## config.mk

```make
export PLATFORM = sky130hd
export DESIGN_NAME = sbt_timer
export DESIGN_NICKNAME = d
export VERILOG_FILES = /design/src/hw/sbt_pkg.sv /design/src/hw/sbt_sync.sv /design/src/hw/sbt_prescaler.sv /design/src/hw/sbt_timer.sv
export VERILOG_INCLUDE_DIRS = /design/src /design/src/hw
export SDC_FILE = /design/constraint.sdc
export NUM_CORES = 1
export LEC_CHECK = 0
export BUFFER_PORTS_ARGS = -buffer_cell sky130_fd_sc_hd__buf_4
export CAP_MARGIN = 5
export CORE_MARGIN = 1
export CORE_UTILIZATION = 58
export DETAILED_ROUTE_END_ITERATION = 6
export PLACE_DENSITY = 0.77
export SYNTH_ARGS = -nofsm -noshare
export SYNTH_HDL_FRONTEND = slang
export SYNTH_SLANG_ARGS = --single-unit
export TNS_END_PERCENT = 100
```

## constraint.sdc

```tcl
create_clock -name clk_sys -period 3.32 [get_ports clk_sys]
set_input_delay 0.83 -clock clk_sys [delete_from_list [all_inputs] [get_ports clk_sys]]
set_output_delay 0.83 -clock clk_sys [all_outputs]
set_load 0.01 [all_outputs]
```

## src/hw/sbt_defs.svh

```systemverilog
// Register offsets, field positions, reset values and count limits
`ifndef SBT_DEFS_SVH
`define SBT_DEFS_SVH

// Register word indices on the bus
`define SBT_ADDR_CTRL      4'h0
`define SBT_ADDR_COUNT     4'h1
`define SBT_ADDR_RELOAD    4'h2
`define SBT_ADDR_STATUS    4'h3
`define SBT_ADDR_CAPTURE   4'h4

// Control register fields
`define SBT_CTRL_EN_BIT    0
`define SBT_CTRL_MODE_LSB  1
`define SBT_CTRL_MODE_MSB  3
`define SBT_CTRL_PRES_LSB  4
`define SBT_CTRL_PRES_MSB  6
`define SBT_CTRL_POL_BIT   7
`define SBT_CTRL_OUTEN_BIT 8
`define SBT_CTRL_WIDTH     9

// Status register fields
`define SBT_STAT_OUT_BIT   0
`define SBT_STAT_IN_BIT    1
`define SBT_STAT_OS_BIT    2

// Reset values
`define SBT_CTRL_RESET     9'h000
`define SBT_COUNT_RESET    16'h0001
`define SBT_RELOAD_RESET   16'hffff
`define SBT_COUNT_RESTART  16'h0001
`define SBT_COUNT_WRAP     16'h0000
`define SBT_COUNT_TOP      16'hffff

`endif

```

## src/hw/sbt_pkg.sv

```systemverilog
// Types shared by the sixteen-bit timer
`default_nettype none
package sbt_pkg;
  typedef enum logic [2:0] {
    sbt_mode_one_shot   = 3'h0,
    sbt_mode_continuous = 3'h1,
    sbt_mode_comparator = 3'h2,
    sbt_mode_compare    = 3'h3,
    sbt_mode_gated      = 3'h4
  } sbt_mode_type;
  typedef logic [15:0] sbt_word_type;
endpackage
`default_nettype wire

```

## src/hw/sbt_sync.sv

```systemverilog
// Two-flop synchroniser for one asynchronous level
`default_nettype none
module sbt_sync (
  input  wire logic clk_sys,
  input  wire logic rst_sync_n,
  input  wire logic async_in,
  output var  logic sync_out
);
  logic stage_one;

  // First stage is read only by the second
  always_ff @(posedge clk_sys or negedge rst_sync_n) begin
    if (!rst_sync_n) begin
      stage_one <= 1'b0;
      sync_out  <= 1'b0;
    end else begin
      stage_one <= async_in;
      sync_out  <= stage_one;
    end
  end
endmodule
`default_nettype wire

```

## src/hw/sbt_prescaler.sv

```systemverilog
// Prescaler that gives one tick every 2**select system clocks
`default_nettype none
module sbt_prescaler (
  input  wire logic       clk_sys,
  input  wire logic       rst_sync_n,
  input  wire logic       run,
  input  wire logic [2:0] select,
  output logic            tick
);
  logic [6:0] div_count;
  wire  [6:0] div_limit;
  wire  [6:0] next_div_count;

  // Terminal count is 2**select minus one
  assign div_limit      = 7'((8'h01 << select) - 8'h01);
  assign tick           = run && (div_count == div_limit);
  assign next_div_count = (!run || tick) ? 7'h00 : 7'(div_count + 7'h01);

  // Divider state
  always_ff @(posedge clk_sys or negedge rst_sync_n) begin
    if (!rst_sync_n) begin
      div_count <= 7'h00;
    end else begin
      div_count <= next_div_count;
    end
  end
endmodule
`default_nettype wire

```

## src/hw/sbt_timer.sv

```systemverilog
// Sixteen-bit multi-mode timer with Avalon-MM register slave
`include "sbt_defs.svh"
`default_nettype none

// Overview of operation
// - Continuous mode counts prescaled ticks up toward the reload value.
// - Continuous reload raises interrupt, sets count to 0001H, keeps counting.
// - Continuous and comparator modes toggle enabled output on every reload.
// - Software start count applies to first pass; later passes start 0001H.
// - Period is reload times prescale; first period reload minus start plus one.
// - Comparator mode counts comparator edges of the polarity-selected sense.
// - Prescaler bypassed in comparator mode; each qualifying edge counts one.
// - Comparator reload raises interrupt, sets 0001H, keeps counting edges.
// - Comparator mode polarity also sets the initial timer output level.
// - Edges since start readable as current count minus start value.
// - Compare match keeps count running and toggles the enabled output.
// - Compare mode wraps FFFFH to 0000H and continues.
// - Compare event after compare minus start plus one, times prescale clocks.
// - One-shot times out after reload minus start plus one, times prescale clocks.
// - Gated mode counts only while input is at polarity-selected level.
// - Gated mode interrupts on input deassertion and on reload.
// - Gated reload interrupts, sets 0001H, resumes, toggles enabled output.
module sbt_timer
  import sbt_pkg::*;
(
  // Clock and reset
  input  wire logic         clk_sys,
  input  wire logic         rst_n,
  // Register bus slave
  input  wire logic [3:0]   avs_address,
  input  wire logic         avs_read,
  input  wire logic         avs_write,
  input  wire logic [31:0]  avs_writedata,
  input  wire logic [3:0]   avs_byteenable,
  output logic [31:0]       avs_readdata,
  output logic              avs_waitrequest,
  // Far-side pins and event output
  input  wire logic         comparator_in,
  input  wire logic         timer_in,
  output logic              timer_out,
  output logic              timer_out_en,
  output logic              timer_event
);
  import sbt_pkg::*;

  // Reset release and input synchronisers
  logic       rst_meta_n;
  logic       rst_sync_n;
  logic       comp_sync;
  logic       gate_sync;

  // Software-visible registers
  logic [`SBT_CTRL_WIDTH-1:0] ctrl;
  sbt_word_type               count;
  sbt_word_type               reload;

  // Internal state
  sbt_word_type               start_value;
  logic                       out_level;
  logic                       comp_prev;
  logic                       gate_prev;
  logic                       one_shot_done;
  logic                       read_pending;

  // Control field decode
  wire                        enable;
  wire sbt_mode_type          mode;
  wire [2:0]                  prescale_sel;
  wire                        polarity;
  wire                        out_enable;

  assign enable       = ctrl[`SBT_CTRL_EN_BIT];
  assign mode         = sbt_mode_type'(ctrl[`SBT_CTRL_MODE_MSB:
                                             `SBT_CTRL_MODE_LSB]);
  assign prescale_sel = ctrl[`SBT_CTRL_PRES_MSB:`SBT_CTRL_PRES_LSB];
  assign polarity     = ctrl[`SBT_CTRL_POL_BIT];
  assign out_enable   = ctrl[`SBT_CTRL_OUTEN_BIT];

  // One-hot view of the mode field
  wire mode_once;
  wire mode_cont;
  wire mode_edges;
  wire mode_cmpr;
  wire mode_gate;
  wire mode_reloads;

  assign mode_once    = (mode == sbt_mode_one_shot);
  assign mode_cont    = (mode == sbt_mode_continuous);
  assign mode_edges   = (mode == sbt_mode_comparator);
  assign mode_cmpr    = (mode == sbt_mode_compare);
  assign mode_gate    = (mode == sbt_mode_gated);
  // Modes that restart at 0001H on reaching reload and keep counting
  assign mode_reloads = mode_cont || mode_edges || mode_gate;

  // Write strobe for one register word
  function automatic logic wr_hit(input logic       wr,
                                  input logic [3:0] addr,
                                  input logic [3:0] target);
    return wr && (addr == target);
  endfunction

  // Merge bytes of a write into an existing word
  function automatic logic [31:0] merge_bytes(input logic [31:0] old_word,
                                               input logic [31:0] new_word,
                                               input logic [3:0]  lanes);
    logic [31:0] result;
    result = old_word;
    for (int i = 0; i < 4; i++) begin
      if (lanes[i]) begin
        result[i*8 +: 8] = new_word[i*8 +: 8];
      end
    end
    return result;
  endfunction

  // Release reset through two flops
  always_ff @(posedge clk_sys or negedge rst_n) begin
    if (!rst_n) begin
      rst_meta_n <= 1'b0;
      rst_sync_n <= 1'b0;
    end else begin
      rst_meta_n <= 1'b1;
      rst_sync_n <= rst_meta_n;
    end
  end

  // Comparator output crosses into the clock domain
  sbt_sync u_comp_sync (
    .clk_sys    (clk_sys),
    .rst_sync_n (rst_sync_n),
    .async_in   (comparator_in),
    .sync_out   (comp_sync)
  );

  // Timer input pin crosses into the clock domain
  sbt_sync u_gate_sync (
    .clk_sys    (clk_sys),
    .rst_sync_n (rst_sync_n),
    .async_in   (timer_in),
    .sync_out   (gate_sync)
  );

  // Gate level and comparator edge qualification
  wire gate_active;
  wire gate_fall;
  wire comp_edge;
  wire comp_rise;
  wire comp_fall;

  assign gate_active = (gate_sync == polarity);
  assign gate_fall   = enable && mode_gate &&
                       (gate_prev == polarity) && !gate_active;
  assign comp_rise   = comp_sync && !comp_prev;
  assign comp_fall   = !comp_sync && comp_prev;
  assign comp_edge   = polarity ? comp_rise : comp_fall;

  // Prescaler runs only while enabled in a system-clock mode
  wire presc_run;
  wire presc_tick;

  assign presc_run = enable && !mode_edges &&
                     !(mode_once && one_shot_done) &&
                     !(mode_gate && !gate_active);

  sbt_prescaler u_prescaler (
    .clk_sys    (clk_sys),
    .rst_sync_n (rst_sync_n),
    .run        (presc_run),
    .select     (prescale_sel),
    .tick       (presc_tick)
  );

  // Count tick source: comparator edge bypasses the prescaler
  wire count_tick;
  assign count_tick = enable &&
                      (mode_edges ? comp_edge
                                                     : presc_tick);

  // Reload, compare and timeout decisions
  wire at_reload;
  wire reload_hit;
  wire compare_hit;
  wire one_shot_hit;

  assign at_reload    = (count == reload);
  // Reload in the restarting modes
  assign reload_hit   = count_tick && at_reload && mode_reloads;
  // Match in compare mode leaves the count running
  assign compare_hit  = count_tick && at_reload && mode_cmpr;
  // Time-out ends a one-shot pass
  assign one_shot_hit = count_tick && at_reload && mode_once;

  // Next count
  sbt_word_type next_count;
  always_comb begin
    next_count = count;
    if (count_tick) begin
      // Restart at 0001H after a reload or a time-out
      if (reload_hit) begin
        next_count = `SBT_COUNT_RESTART;
      end else if (one_shot_hit) begin
        next_count = `SBT_COUNT_RESTART;
      end else if (count == `SBT_COUNT_TOP) begin
        // Free rollover at the top of the count
        next_count = `SBT_COUNT_WRAP;
      end else begin
        next_count = 16'(count + 16'h0001);
      end
    end
  end

  // Bus decode
  wire wr_ctrl;
  wire wr_count;
  wire wr_reload;
  wire rd_now;
  wire ctrl_enabling;

  assign wr_ctrl   = wr_hit(avs_write, avs_address, `SBT_ADDR_CTRL);
  assign wr_count  = wr_hit(avs_write, avs_address, `SBT_ADDR_COUNT);
  assign wr_reload = wr_hit(avs_write, avs_address, `SBT_ADDR_RELOAD);
  assign rd_now    = avs_read && !read_pending;

  // Write data merged into each register
  wire [31:0] ctrl_merged;
  wire [31:0] count_merged;
  wire [31:0] reload_merged;
  assign ctrl_merged   = merge_bytes({23'h0, ctrl}, avs_writedata,
                                     avs_byteenable);
  assign count_merged  = merge_bytes({16'h0, count}, avs_writedata,
                                     avs_byteenable);
  assign reload_merged = merge_bytes({16'h0, reload}, avs_writedata,
                                     avs_byteenable);
  assign ctrl_enabling = wr_ctrl && !enable &&
                         ctrl_merged[`SBT_CTRL_EN_BIT];

  // Output level: set by polarity while disabled, toggles on reload, compare and time-out when output enabled
  logic next_out_level;
  always_comb begin
    next_out_level = out_level;
    if (wr_ctrl && !ctrl_merged[`SBT_CTRL_EN_BIT]) begin
      next_out_level = ctrl_merged[`SBT_CTRL_POL_BIT];
    end else if (out_enable && (reload_hit || compare_hit ||
                                one_shot_hit)) begin
      next_out_level = !out_level;
    end
  end

  // Control and reload registers
  always_ff @(posedge clk_sys or negedge rst_sync_n) begin
    if (!rst_sync_n) begin
      ctrl   <= `SBT_CTRL_RESET;
      reload <= `SBT_RELOAD_RESET;
    end else begin
      if (wr_ctrl) begin
        ctrl <= ctrl_merged[`SBT_CTRL_WIDTH-1:0];
      end else if (one_shot_hit) begin
        ctrl[`SBT_CTRL_EN_BIT] <= 1'b0;
      end
      if (wr_reload) begin
        reload <= reload_merged[15:0];
      end
    end
  end

  // Count and start value; software write only lands while disabled
  always_ff @(posedge clk_sys or negedge rst_sync_n) begin
    if (!rst_sync_n) begin
      count       <= `SBT_COUNT_RESET;
      start_value <= `SBT_COUNT_RESET;
    end else begin
      // Count writes while running are refused
      if (wr_count && !enable) begin
        count       <= count_merged[15:0];
        start_value <= count_merged[15:0];
      end else begin
        count <= next_count;
      end
    end
  end

  // Any interrupt source in this cycle
  wire any_event;
  assign any_event = reload_hit || compare_hit || one_shot_hit ||
                     gate_fall;

  // Event and edge history
  always_ff @(posedge clk_sys or negedge rst_sync_n) begin
    if (!rst_sync_n) begin
      out_level     <= 1'b0;
      comp_prev     <= 1'b0;
      gate_prev     <= 1'b0;
      one_shot_done <= 1'b0;
      timer_event   <= 1'b0;
    end else begin
      out_level   <= next_out_level;
      comp_prev   <= comp_sync;
      gate_prev   <= gate_sync;
      timer_event <= any_event;
      // A time-out wins over a fresh enable in the same cycle
      if (one_shot_hit) begin
        one_shot_done <= 1'b1;
      end else if (ctrl_enabling) begin
        one_shot_done <= 1'b0;
      end
    end
  end

  // Status and edge-count words for the read mux
  wire [31:0] status_word;
  wire [15:0] edges_seen;

  assign status_word = {29'h0, one_shot_done, gate_sync, out_level};
  assign edges_seen  = 16'(count - start_value);

  // Read mux
  logic [31:0] read_mux;
  always_comb begin
    case (avs_address)
      `SBT_ADDR_CTRL:    read_mux = {23'h0, ctrl};
      `SBT_ADDR_COUNT:   read_mux = {16'h0, count};
      `SBT_ADDR_RELOAD:  read_mux = {16'h0, reload};
      `SBT_ADDR_STATUS:  read_mux = status_word;
      `SBT_ADDR_CAPTURE: read_mux = {16'h0, edges_seen};
      default:           read_mux = 32'h0000_0000;
    endcase
  end

  // One wait state on reads, none on writes
  assign avs_waitrequest = avs_read && !read_pending;

  // Read data captured in the stalled cycle, shown in the next
  always_ff @(posedge clk_sys or negedge rst_sync_n) begin
    if (!rst_sync_n) begin
      read_pending <= 1'b0;
      avs_readdata <= 32'h0000_0000;
    end else begin
      read_pending <= rd_now;
      if (rd_now) begin
        avs_readdata <= read_mux;
      end
    end
  end

  assign timer_out    = out_level;
  assign timer_out_en = out_enable;
endmodule
`default_nettype wire

```

==> results of run 1 <==
[report_power, final]
group	total, W	internal (W)	switching, W
registers	0.00164	0.00134	0.000302
clock network	0.000728	0.000345	0.000383
logic	0.00164	0.000766	0.000873
[cells by family after synthesis]
group | Yosys count
mux | 50
other cells | 2
simple gates | 193
fa+ha+maj | 20
xor+xnor | 38
buf+inv | 83
flops | 92
compound gates | 143
[area by class of cell]
type | count | area [um2]
fillers | 821 | 3410
repair buffers | 57 | 428
clock inverters | 5 | 52.6
well taps | 133 | 166
flip-flops and latches | 92 | 2330
inverters | 29 | 109
clock buffers | 11 | 131
multi-input cells | 461 | 3150
[worst max-delay path by stage]
stage | depth (start not counted) | to | slack, ps
floorplan | 0 | avs_readdata[0]$_DFFE_PN0P_ | 600
global placement | 12 | avs_readdata[14]$_DFFE_PN0P_ | 380
detailed placement | 12 | avs_readdata[14]$_DFFE_PN0P_ | 330
CTS | 12 | avs_readdata[14]$_DFFE_PN0P_ | 330
global route | 9 | avs_readdata[15]$_DFFE_PN0P_ | 40
finish | 12 | avs_readdata[14]$_DFFE_PN0P_ | 360
[placed cells by master, fill, tap and decap left out, types with 16 or more instances in the layout]
master and n:
xor2_1 22, mux2i_1 25, inv_1 28, nand3_1 19, o21ai_0 41, a21oi_1 19, buf_4 57, ha_1 17
dfstp_2 18, nor2_1 53, xnor2_1 16, mux2_2 24, conb_1 17, dfrtp_1 73, nand2_1 53
[cell usage after synthesis, drive strengths merged, types with 15 or more instances]
| master | n |
|---|---|
| xor2 | 22 |
| a21oi | 20 |
| xnor2 | 16 |
| dfstp | 18 |
| dfrtp | 74 |
| o21ai | 43 |
| inv | 29 |
| nor3 | 15 |
| buf | 31 |
| mux2 | 24 |
| nand3 | 19 |
| clkbuf | 23 |
| nand2 | 54 |
| ha | 17 |
| mux2i | 25 |
| nor2 | 53 |
[flip-flops by register name, summed over array words and instances, names as in the netlist]
| name | flops |
|---|---|
| u_prescaler.div_count | 7 |
| comp_prev | 1 |
| ctrl | 9 |
| timer_event | 1 |
| u_comp_sync.stage_one | 1 |
| gate_prev | 1 |
| rst_meta_n | 1 |
| read_pending | 1 |
| rst_sync_n | 1 |
| u_comp_sync.sync_out | 1 |
| one_shot_done | 1 |
| count | 16 |
| start_value | 16 |
| timer_out | 1 |
| reload | 16 |
| u_gate_sync.sync_out | 1 |
| u_gate_sync.stage_one | 1 |
| avs_readdata | 16 |
[routing by layer]
metal	global-route usage	vias up	wire, um
met3	0.0404	30	747
met4	0.110	0	358
li1	-	2241	-
met1	0.387	2264	6210
met5	0	-	0
met2	0.435	177	6120
[stage by stage]
step / std cells / util / total power [W] / cell area, um2 / hold slack (ps)
6_report: 788 / 0.651 / 0.00401 / 6370 / 234
2_1_floorplan: 636 / - / 0.00290 / 5890 / 331
4_1_cts: 788 / 0.651 / 0.00400 / 6370 / 226
3_5_place_dp: 772 / 0.633 / 0.00327 / 6180 / 339
5_1_grt: 788 / 0.651 / 0.00427 / 6370 / 222
3_3_place_gp: 772 / 0.633 / 0.00322 / 6180 / 339
[worst max-delay path: stages (launching register included)]
cell,delay (ps)
dfstp_2,530
inv_1,70
ha_1,230
inv_1,70
fa_1,200
a21o_1,150
a41o_1,210
nor4_1,60
a21oi_1,210
a41oi_1,210
a2111oi_0,560
mux2i_1,240
o21ai_0,90
==> summary.md, run 1 <==
| Metric | Value |
|---|---|
| Worst Max-Slew Pin Slew | `654 ps` |
| Final Skew | `8.10 ps` |
| TritonCTS clock tree | `done` |
| Largest family of logic cells by synthesized area | `compound AO/OA/AOI/OAI gates` |
| Critical Path RT | `3560 ps` |
| Synth Flop Type | `dfrtp_1` |
| PnR worst setup slack | `361 ps` |
| First-pass GRT wire length | `21900 um` |
| Post-synth top area cell | `dfrtp_1` |
| Worst reg2reg setup slack | `360 ps` |
| Worst-path clk slew | `80 ps` |
| Largest net degree at the start of global routing | `52` |
| Synth Area in Compound Gates | `0.170` |
| Area Growth Syn to Fin | `9.14%` |
| Routed wire length | `13400 um` |
| Inserted Diodes | `0` |
| Slew Limit Headroom | `0.564` |
| Dpl hpwl | `between 10000 and 15000 um` |
| Post-Synth XOR/XNOR Area | `0.0570` |
| IO Pins | `82` |
| Mux cell area share after synthesis | `0.0931` |
| # H-tree levels | `3` |
| Final Wtd Congestion | `0.895` |
| Post-synthesis cell type count | `66` |
| Worst-path fanout max | `3` |
| Capturing point of the worst reg2reg path | `avs_readdata[14]$_DFFE_PN0P_` |
| # hold bufs at CTS | `0` |
| Total gr overflow | `0` |
| RSZ-0062 raised after global routing | `false` |
| GRT Overall Usage | `0.277` |
| Initial antenna violation count | `0` |
| Antenna-violating nets left | `0` |
| Core Area | `between 9000 and 10000 um2` |
| Die span in x | `102 um` |
| Final hold viol count | `0` |
| Leakage | `2.90 nW` |
| Maximum vdd drop | `0.331 mV` |
| DR DRC count | `0` |
| I/O Buffers | `between 40 and 50` |
| Register area share after synthesis | `0.398` |
| Post-place setup slack | `333 ps` |
| Min Tclk post-route | `roughly 3000 ps` |
| Post-Synth Adder-Cell Area | `0.0433` |
| Initial core utilization | `0.597` |
| Setup crit end kind | `flop` |
| Min-delay worst type | `in2async` |
| Clk sinks | `92` |
| Num CTS Buffers | `9` |
| Max Cap Violations | `0` |
| Clock root buffer master | `clkbuf_8` |
| Setup crit start | `count[0]$_DFFE_PN1P_` |
| Average wire per standard cell | `17.1 um` |
| Post-synth EDFFs | `0` |
| Fmax | `338 MHz` |
| Simple-Gate Fraction of Synth Area | `0.166` |
| CP startpoint kind | `flop` |
| Post-Syn Area | `a little under 6000 um2` |
| Pwr/cell area | `629 nW/um2` |
| Initial DRC count | `332` |
| R2R depth | `12` |
| WS Path Type | `reg2reg` |
| Crit path DAT | `3190 ps` |
| Final count of negative-setup-slack endpoints | `0` |
| Largest cells by area after synthesis | `dfrtp_1, dfstp_2, mux2_2` |
| Maximum clock insertion buffer count | `2` |
| Vias in the first global route | `4450` |
| Async SR Flop Fraction | `1.00` |
| Post-synthesis cell count | `about 620` |
| Worst R2R Start | `count[0]$_DFFE_PN1P_` |
| Crit share post-route | `0.891` |
| Max-slew violation count | `0` |
| Setup TNS | `0 ps` |
| Yosys reg bits | `92` |
| Synth warnings | `0` |
| Die ar. | `between 10000 and 15000 um2` |
| Drt pass-1 iters | `5` |
| Via count | `roughly 4700` |
| Clk_lat worst skew | `360 ps` |
| Core Rows | `36` |
| Ratio of cells with drive above 1 in the final layout | `0.197` |
| Vias/cell | `roughly 6` |
| Die height | `roughly 100 um` |
| Mean Syn Cell Area | `9.40 um2` |
| # nets final | `714` |
| Post-synth top area share | `0.317` |
| Post-cts gate resize count | `0` |
| Outcome | `completed` |
| Post-CTS Setup Bufs | `0` |
(Power assumes the default switching activity.)
==> inputs of run 2 (changes only) <==
CORE_UTILIZATION = 40   (was 58)
PLACE_DENSITY = 0.55   (was 0.77)
==> run 2 against run 1 <==
Compared with the run above:
- non-clock buffer count grew 1
- count of clock-buffer cells in the layout decreased by 1
- total power is 6.4% higher
- flip-flop and latch count unchanged
- sequential share of layout area is 0.90 points lower
- highest routed layer unchanged
==> summary.md, run 2 (same netlist as run 1, synthesis figures left out) <==
| Metric | Value |
|---|---|
| Ratio of cells with drive above 1 in the final layout | `0.200` |
| Initial DRC count | `327` |
| Layout Utilization | `0.465` |
| Inst Count DP | `820` |
| Vias in the first global route | `4467` |
| CP max stage cell | `a2111oi_0` |
| Max-slew violation count | `0` |
| Clk_lat worst skew | `360 ps` |
| Num CTS Buffers | `9` |
| Setup crit end kind | `flop` |
| Final Skew | `11.2 ps` |
| Vias/cell | `5.46` |
| Inserted Diodes | `0` |
| # hold bufs at CTS | `0` |
| Final hold viol count | `0` |
| Setup TNS | `0 ps` |
| RSZ-0062 raised after global routing | `false` |
| Clk sinks | `92` |
| Placed cell area | `6250 um2` |
| Average wire per standard cell | `17.3 um` |
| Dpl hpwl | `10800 um` |
| Maximum vdd drop | `between 0.2 and 0.3 mV` |
| Combinational Power Share | `0.385` |
| Initial core utilization | `0.415` |
| Clock power share | `0.230` |
| Layout Cells excl Fill | `about 840` |
| Leakage | `2.93 nW` |
| Worst reg2reg setup slack | `290 ps` |
| Routed wire length | `14500 um` |
| Critical Path RT | `3540 ps` |
| GRT Overall Usage | `0.206` |
| Core Rows | `43` |
| Commonest non-fill, non-tap cell in the layout | `dfrtp_1` |
| Outcome | `completed` |
| Sw Share | `0.386` |
| Final count of negative-setup-slack endpoints | `0` |
| Final non-filler cell area | `between 6000 and 7000 um2` |
| WS Path Type | `reg2reg` |
| Pwr/cell area | `653 nW/um2` |
| Critical path's largest stage delay | `around 620 ps` |
| # H-tree levels | `3` |
| Fmax | `330 MHz` |
| Slew Limit Headroom | `0.558` |
| Maximum clock insertion buffer count | `2` |
| WHS | `around 240 ps` |
| Drt pass-1 iters | `5` |
| Core Area | `roughly 14000 um2` |
| First-pass GRT wire length | `23100 um` |
| Min-delay worst type | `in2async` |
| Via count | `4566` |
| CP startpoint kind | `flop` |
| Clock root buffer master | `clkbuf_16` |
| I/O Buffers | `47` |
| TritonCTS clock tree | `done` |
| Min Tclk post-route | `3030 ps` |
| DR DRC count | `0` |
| Post-cts gate resize count | `0` |
| Sequential share of power | `0.385` |
| Most frequent cells in the layout | `dfrtp_1, buf_4, nor2_1, nand2_1, o21ai_0` |
| Die height | `123 um` |
| Max Cap Violations | `0` |
| Cell-by-cell trace of the critical path | `inv_1 > ha_1 > inv_1 > fa_1 > a21o_1 > a41o_1 > nor4_1 > a21oi_1 > a41oi_1 > a2111oi_0 > mux2i_1 > o21ai_0` |
| Post-CTS Setup Bufs | `0` |
| Int Pwr | `0.00262 W` |
| Switching pwr | `0.00164 W` |
| Largest net degree at the start of global routing | `50` |
| Worst Max-Slew Pin Slew | `663 ps` |
| Final Wtd Congestion | `0.835` |
| Total gr overflow | `0` |
| Crit share post-route | `0.914` |
| Worst-path fanout max | `3` |
| Die span in x | `approximately 120 um` |
| Initial antenna violation count | `0` |
| IO Pins | `between 80 and 90` |
| Antenna-violating nets left | `0` |
| Worst-path clk slew | `70 ps` |
| # nets final | `between 700 and 800` |
| Area Growth Syn to Fin | `11.9%` |
| Crit path DAT | `3260 ps` |
| Crit path top cell by count | `inv_1` |
| Die ar. | `15100 um2` |
==> run 2: changes by cell type in the layout (fill, tap and decap cells not counted), sizes merged <==
cell / previous run / this run
inv: 29 / 30
clkinvlp: 1 / 3
clkbuf: 11 / 10
bufinv: 1 / 0
buf: 57 / 58
clkinv: 3 / 2
==> run 2: layout make-up <==
class                           count  area (um2)
Tap cell                          180         225
Timing Repair Buffer               58         435
Clock buffer                       10         229
Sequential cell                    92        2330
Inverter                           29         109
Clock inverter                      6        48.8
Fill cell                        1374        7510
Multi-Input combinational cell    461        3150
==> run 2: worst max-delay path: cells and delay by family (launching register included) <==
| family | cells | cell delay (ps) |
|---|---|---|
| multiplexers | 1 | 250 |
| adder cells (fa/ha/maj) | 2 | 420 |
| buffers and inverters | 2 | 140 |
| AND/OR/NAND/NOR | 1 | 60 |
| flip-flops | 1 | 530 |
| AO/OA/AOI/OAI | 6 | 1510 |
==> run 2: final timing paths <==
path	start	end	cells after the start
max	count[0]$_DFFE_PN1P_	avs_readdata[14]$_DFFE_PN0P_	12
min	rst_n	rst_sync_n$_DFF_PN0_	1
max reg2reg	count[0]$_DFFE_PN1P_	avs_readdata[14]$_DFFE_PN0P_	12
min reg2reg	u_comp_sync.stage_one$_DFF_PN0_	u_comp_sync.sync_out$_DFF_PN0_	0
max in group asynchronous	rst_sync_n$_DFF_PN0_	reload[2]$_DFFE_PN1P_	1
min in group clk_sys	u_comp_sync.stage_one$_DFF_PN0_	u_comp_sync.sync_out$_DFF_PN0_	0
==> run 2: power groups by stage <==
stage	registers, W	clock network [W]	logic, W
6_report	0.00164	0.000982	0.00164
5_1_grt	0.00168	0.00105	0.00182
4_1_cts	0.00163	0.00101	0.00164
3_5_place_dp	0.00165	0	0.00163
3_3_place_gp	0.00165	0	0.00162
2_1_floorplan	0.00150	0	0.00140
==> run 2: per-stage QoR <==
step / setup WS [ps] / total power, W
finish: 287 / 0.00426
global placement: 356 / 0.00326
CTS: 278 / 0.00428
floorplan: 599 / 0.00290
global route: 93.4 / 0.00455
detailed placement: 334 / 0.00328
==> run 2: metal layers <==
layer	global-route usage	vias to the layer above	part of all wire
met4	0.0899	0	0.019
li1	-	2249	-
met5	0	-	0
met3	0.0293	18	0.042
met1	0.297	2178	0.50
met2	0.307	121	0.44
==> inputs of run 3 (changes only) <==
ABC_CLOCK_PERIOD_IN_PS = 3320   (was not set)
SETUP_SLACK_MARGIN = 0.5   (was not set)
SYNTH_HIERARCHICAL = 1   (was not set)
==> run 3 against run 2 <==
Compared with the run above:
- via count up 5.6%
- setup slack better by 270 ps
- clock skew down 3.3 ps
- highest routed layer unchanged
- flip-flop and latch count unchanged
- global-route usage up 1.2 points
- total power up 6.2%
- register-to-register slack better by 270 ps
- final cell count up 3.2%
- largest cell class unchanged
- worst hold slack better by 3.9 ps
==> summary.md, run 3 <==
| Metric | Value |
|---|---|
| Outcome | `completed` |
| Die span in x | `123 um` |
| Via count | `4822` |
| Die ar. | `15100 um2` |
| Worst-path clk slew | `about 70 ps` |
| Crit path DAT | `~3100 ps` |
| Overall Power | `0.00452 W` |
| Yosys reg bits | `92` |
| Initial core utilization | `0.416` |
| Register area share after synthesis | `0.397` |
| RSZ-0062 raised after global routing | `true` |
| Clk_lat worst skew | `350 ps` |
| Vias in the first global route | `4520` |
| Leakage | `3.03 nW` |
| Max-slew violation count | `0` |
| Drt pass-1 iters | `4` |
| DR DRC count | `0` |
| First-pass GRT wire length | `24900 um` |
| Clk sinks | `92` |
| Top-count cell post-synth | `dfrtp_1` |
| Vias/cell | `roughly 5.6` |
| Crit share post-route | `0.831` |
| GRT Overall Usage | `0.218` |
| Synth Flop Type | `dfrtp_1` |
| Inserted Diodes | `0` |
| Setup crit end kind | `flop` |
| Post-synth top area share | `0.316` |
| Core Rows | `between 40 and 50` |
| Ratio of cells with drive above 1 in the final layout | `0.223` |
| Critical Path RT | `3610 ps` |
| # nets final | `742` |
| Post-synth top cells | `dfrtp_1, nand2_1, o21ai_0, inv_1, nor2_1` |
| Pwr/cell area | `roughly 660 nW/um2` |
| Final non-filler cell area | `6840 um2` |
| Largest net degree at the start of global routing | `just under 90` |
| Final Skew | `approximately 8 ps` |
| Initial DRC count | `261` |
| # H-tree levels | `3` |
| Maximum clock insertion buffer count | `2` |
| Initial antenna violation count | `0` |
| Post-synthesis cell count | `between 600 and 700` |
| Setup TNS | `0 ps` |
| Post-synth EDFFs | `0` |
| Async SR Flop Fraction | `1.00` |
| Final Wtd Congestion | `0.800` |
| Fmax | `362 MHz` |
| Num CTS Buffers | `9` |
| Mean Syn Cell Area | `9.29 um2` |
| # hold bufs at CTS | `0` |
| Dpl hpwl | `11200 um` |
| CP startpoint kind | `flop` |
| Min-delay worst type | `in2async` |
| WS Path Type | `reg2reg` |
| Worst Max-Slew Pin Slew | `1150 ps` |
| Core Area | `14100 um2` |
| Average wire per standard cell | `18.2 um` |
| TritonCTS clock tree | `done` |
| Clock root buffer master | `clkbuf_16` |
| Antenna-violating nets left | `0` |
| Synth warnings | `6` |
| Slew Limit Headroom | `0.232` |
| Min Tclk post-route | `2760 ps` |
| Area Growth Syn to Fin | `16.7%` |
| Post-synthesis cell type count | `72` |
| Die height | `between 100 and 150 um` |
| Largest cells by area after synthesis | `dfrtp_1, dfstp_2, o21ai_0` |
| Final count of negative-setup-slack endpoints | `0` |
| Post-synth top area cell | `dfrtp_1` |
| Most frequent cells in the layout | `dfrtp_1, buf_4, nand2_1, o21ai_0, inv_1` |
| Worst-path fanout max | `10` |
| Placed cell area | `6290 um2` |
| IO Pins | `82` |
| Maximum vdd drop | `0.262 mV` |
| Total gr overflow | `0` |
| I/O Buffers | `47` |
| Final hold viol count | `0` |
| Max Cap Violations | `0` |
| Post-Syn Area | `5860 um2` |
| Routed wire length | `15700 um` |
## run 3: cell types whose count changed in the layout (fill, tap and decap cells not counted), sizes merged, moves of 6 or more
cell	previous run	this run
a211oi	0	7
buf	58	73
nand2	54	66
nor2	53	32
nor2b	11	4
o21ai	43	62
xnor2	16	10
xor2	22	29
## run 3: layout make-up
| class | instances | area, um2 |
|---|---|---|
| fill | 1374 | 7250 |
| multi-input combinational | 471 | 3230 |
| sequential | 92 | 2330 |
| timing repair buffer | 74 | 569 |
| clock buffer | 10 | 239 |
| tap | 180 | 225 |
| clock inverter | 6 | 135 |
| inverter | 30 | 113 |
## run 3: where the power goes
group | switching (W) | internal (W) | total [W] | leakage [nW]
Clock | 0.000470 | 0.000833 | 0.00130 | 0.175
Sequential | 0.000313 | 0.00136 | 0.00167 | 1.14
Combinational | 0.000844 | 0.000709 | 0.00155 | 1.71
## run 3: metal layers
layer  vias up  GRT usage  part of all wire
met5         -          0                 0
met4         0     0.0670             0.014
met3        16     0.0364             0.046
met2       110      0.320              0.44
met1      2374      0.326              0.49
li1       2322          -                 -
## run 3: path summary, 6_finish.rpt
kind | startpoint | end | slack [ps] | depth (start not counted)
hold reg to reg | u_comp_sync/stage_one$_DFF_PN0_ | u_comp_sync/sync_out$_DFF_PN0_ | 350 | 0
setup / recovery | ctrl[6]$_DFFE_PN0P_ | count[6]$_DFFE_PN0P_ | 560 | 10
max in group asynchronous | rst_sync_n$_DFF_PN0_ | ctrl[6]$_DFFE_PN0P_ | 1940 | 0
min in group clk_sys | u_comp_sync/stage_one$_DFF_PN0_ | u_comp_sync/sync_out$_DFF_PN0_ | 350 | 0
hold / removal | rst_n | rst_sync_n$_DFF_PN0_ | 250 | 1
setup reg to reg | ctrl[6]$_DFFE_PN0P_ | count[6]$_DFFE_PN0P_ | 560 | 10
## run 3: critical path: stages, from the launching register on
cell and delay [ps]:
dfrtp_2 450, or4_4 520, o211ai_2 80, nor4b_4 250, and3_1 220, a21o_1 130, nand3_4 130, o21bai_4 240
buf_4 190, nor4_1 300, a221o_1 160
## run 3: stage by stage
| step | setup slack (ps) | utilization | hold slack [ps] | std cells |
|---|---|---|---|---|
| after floorplan | 599 | - | 331 | 646 |
| after global placement | 344 | 0.447 | 333 | 833 |
| after detailed placement | 279 | 0.447 | 335 | 833 |
| after CTS | 514 | 0.475 | 236 | 849 |
| after global routing | 395 | 0.486 | 229 | 863 |
| final | 560 | 0.486 | 245 | 863 |
## run 3: what timing repair did
action | CTS | global route
resized for setup | 5 | 8
setup buffers | 0 | 13
setup endpoints to repair | 15 | 17
cloned | 0 | 1
pin swaps | 0 | 3
## run 3: cells by family (layout without fill, tap and decap cells)
kind of cell | Yosys count | in the layout | synth area share
DFF | 92 | 92 | 0.397
AOI/OAI and AO/OA | 162 | 162 | 0.180
xor gates and xnor gates | 39 | 39 | 0.0583
buffers and inverters | 84 | 120 | 0.0723
muxes | 51 | 51 | 0.0941
adders and majority gates | 18 | 18 | 0.0397
and+or+nand+nor | 183 | 184 | 0.158
other | 2 | 17 | 0.00128
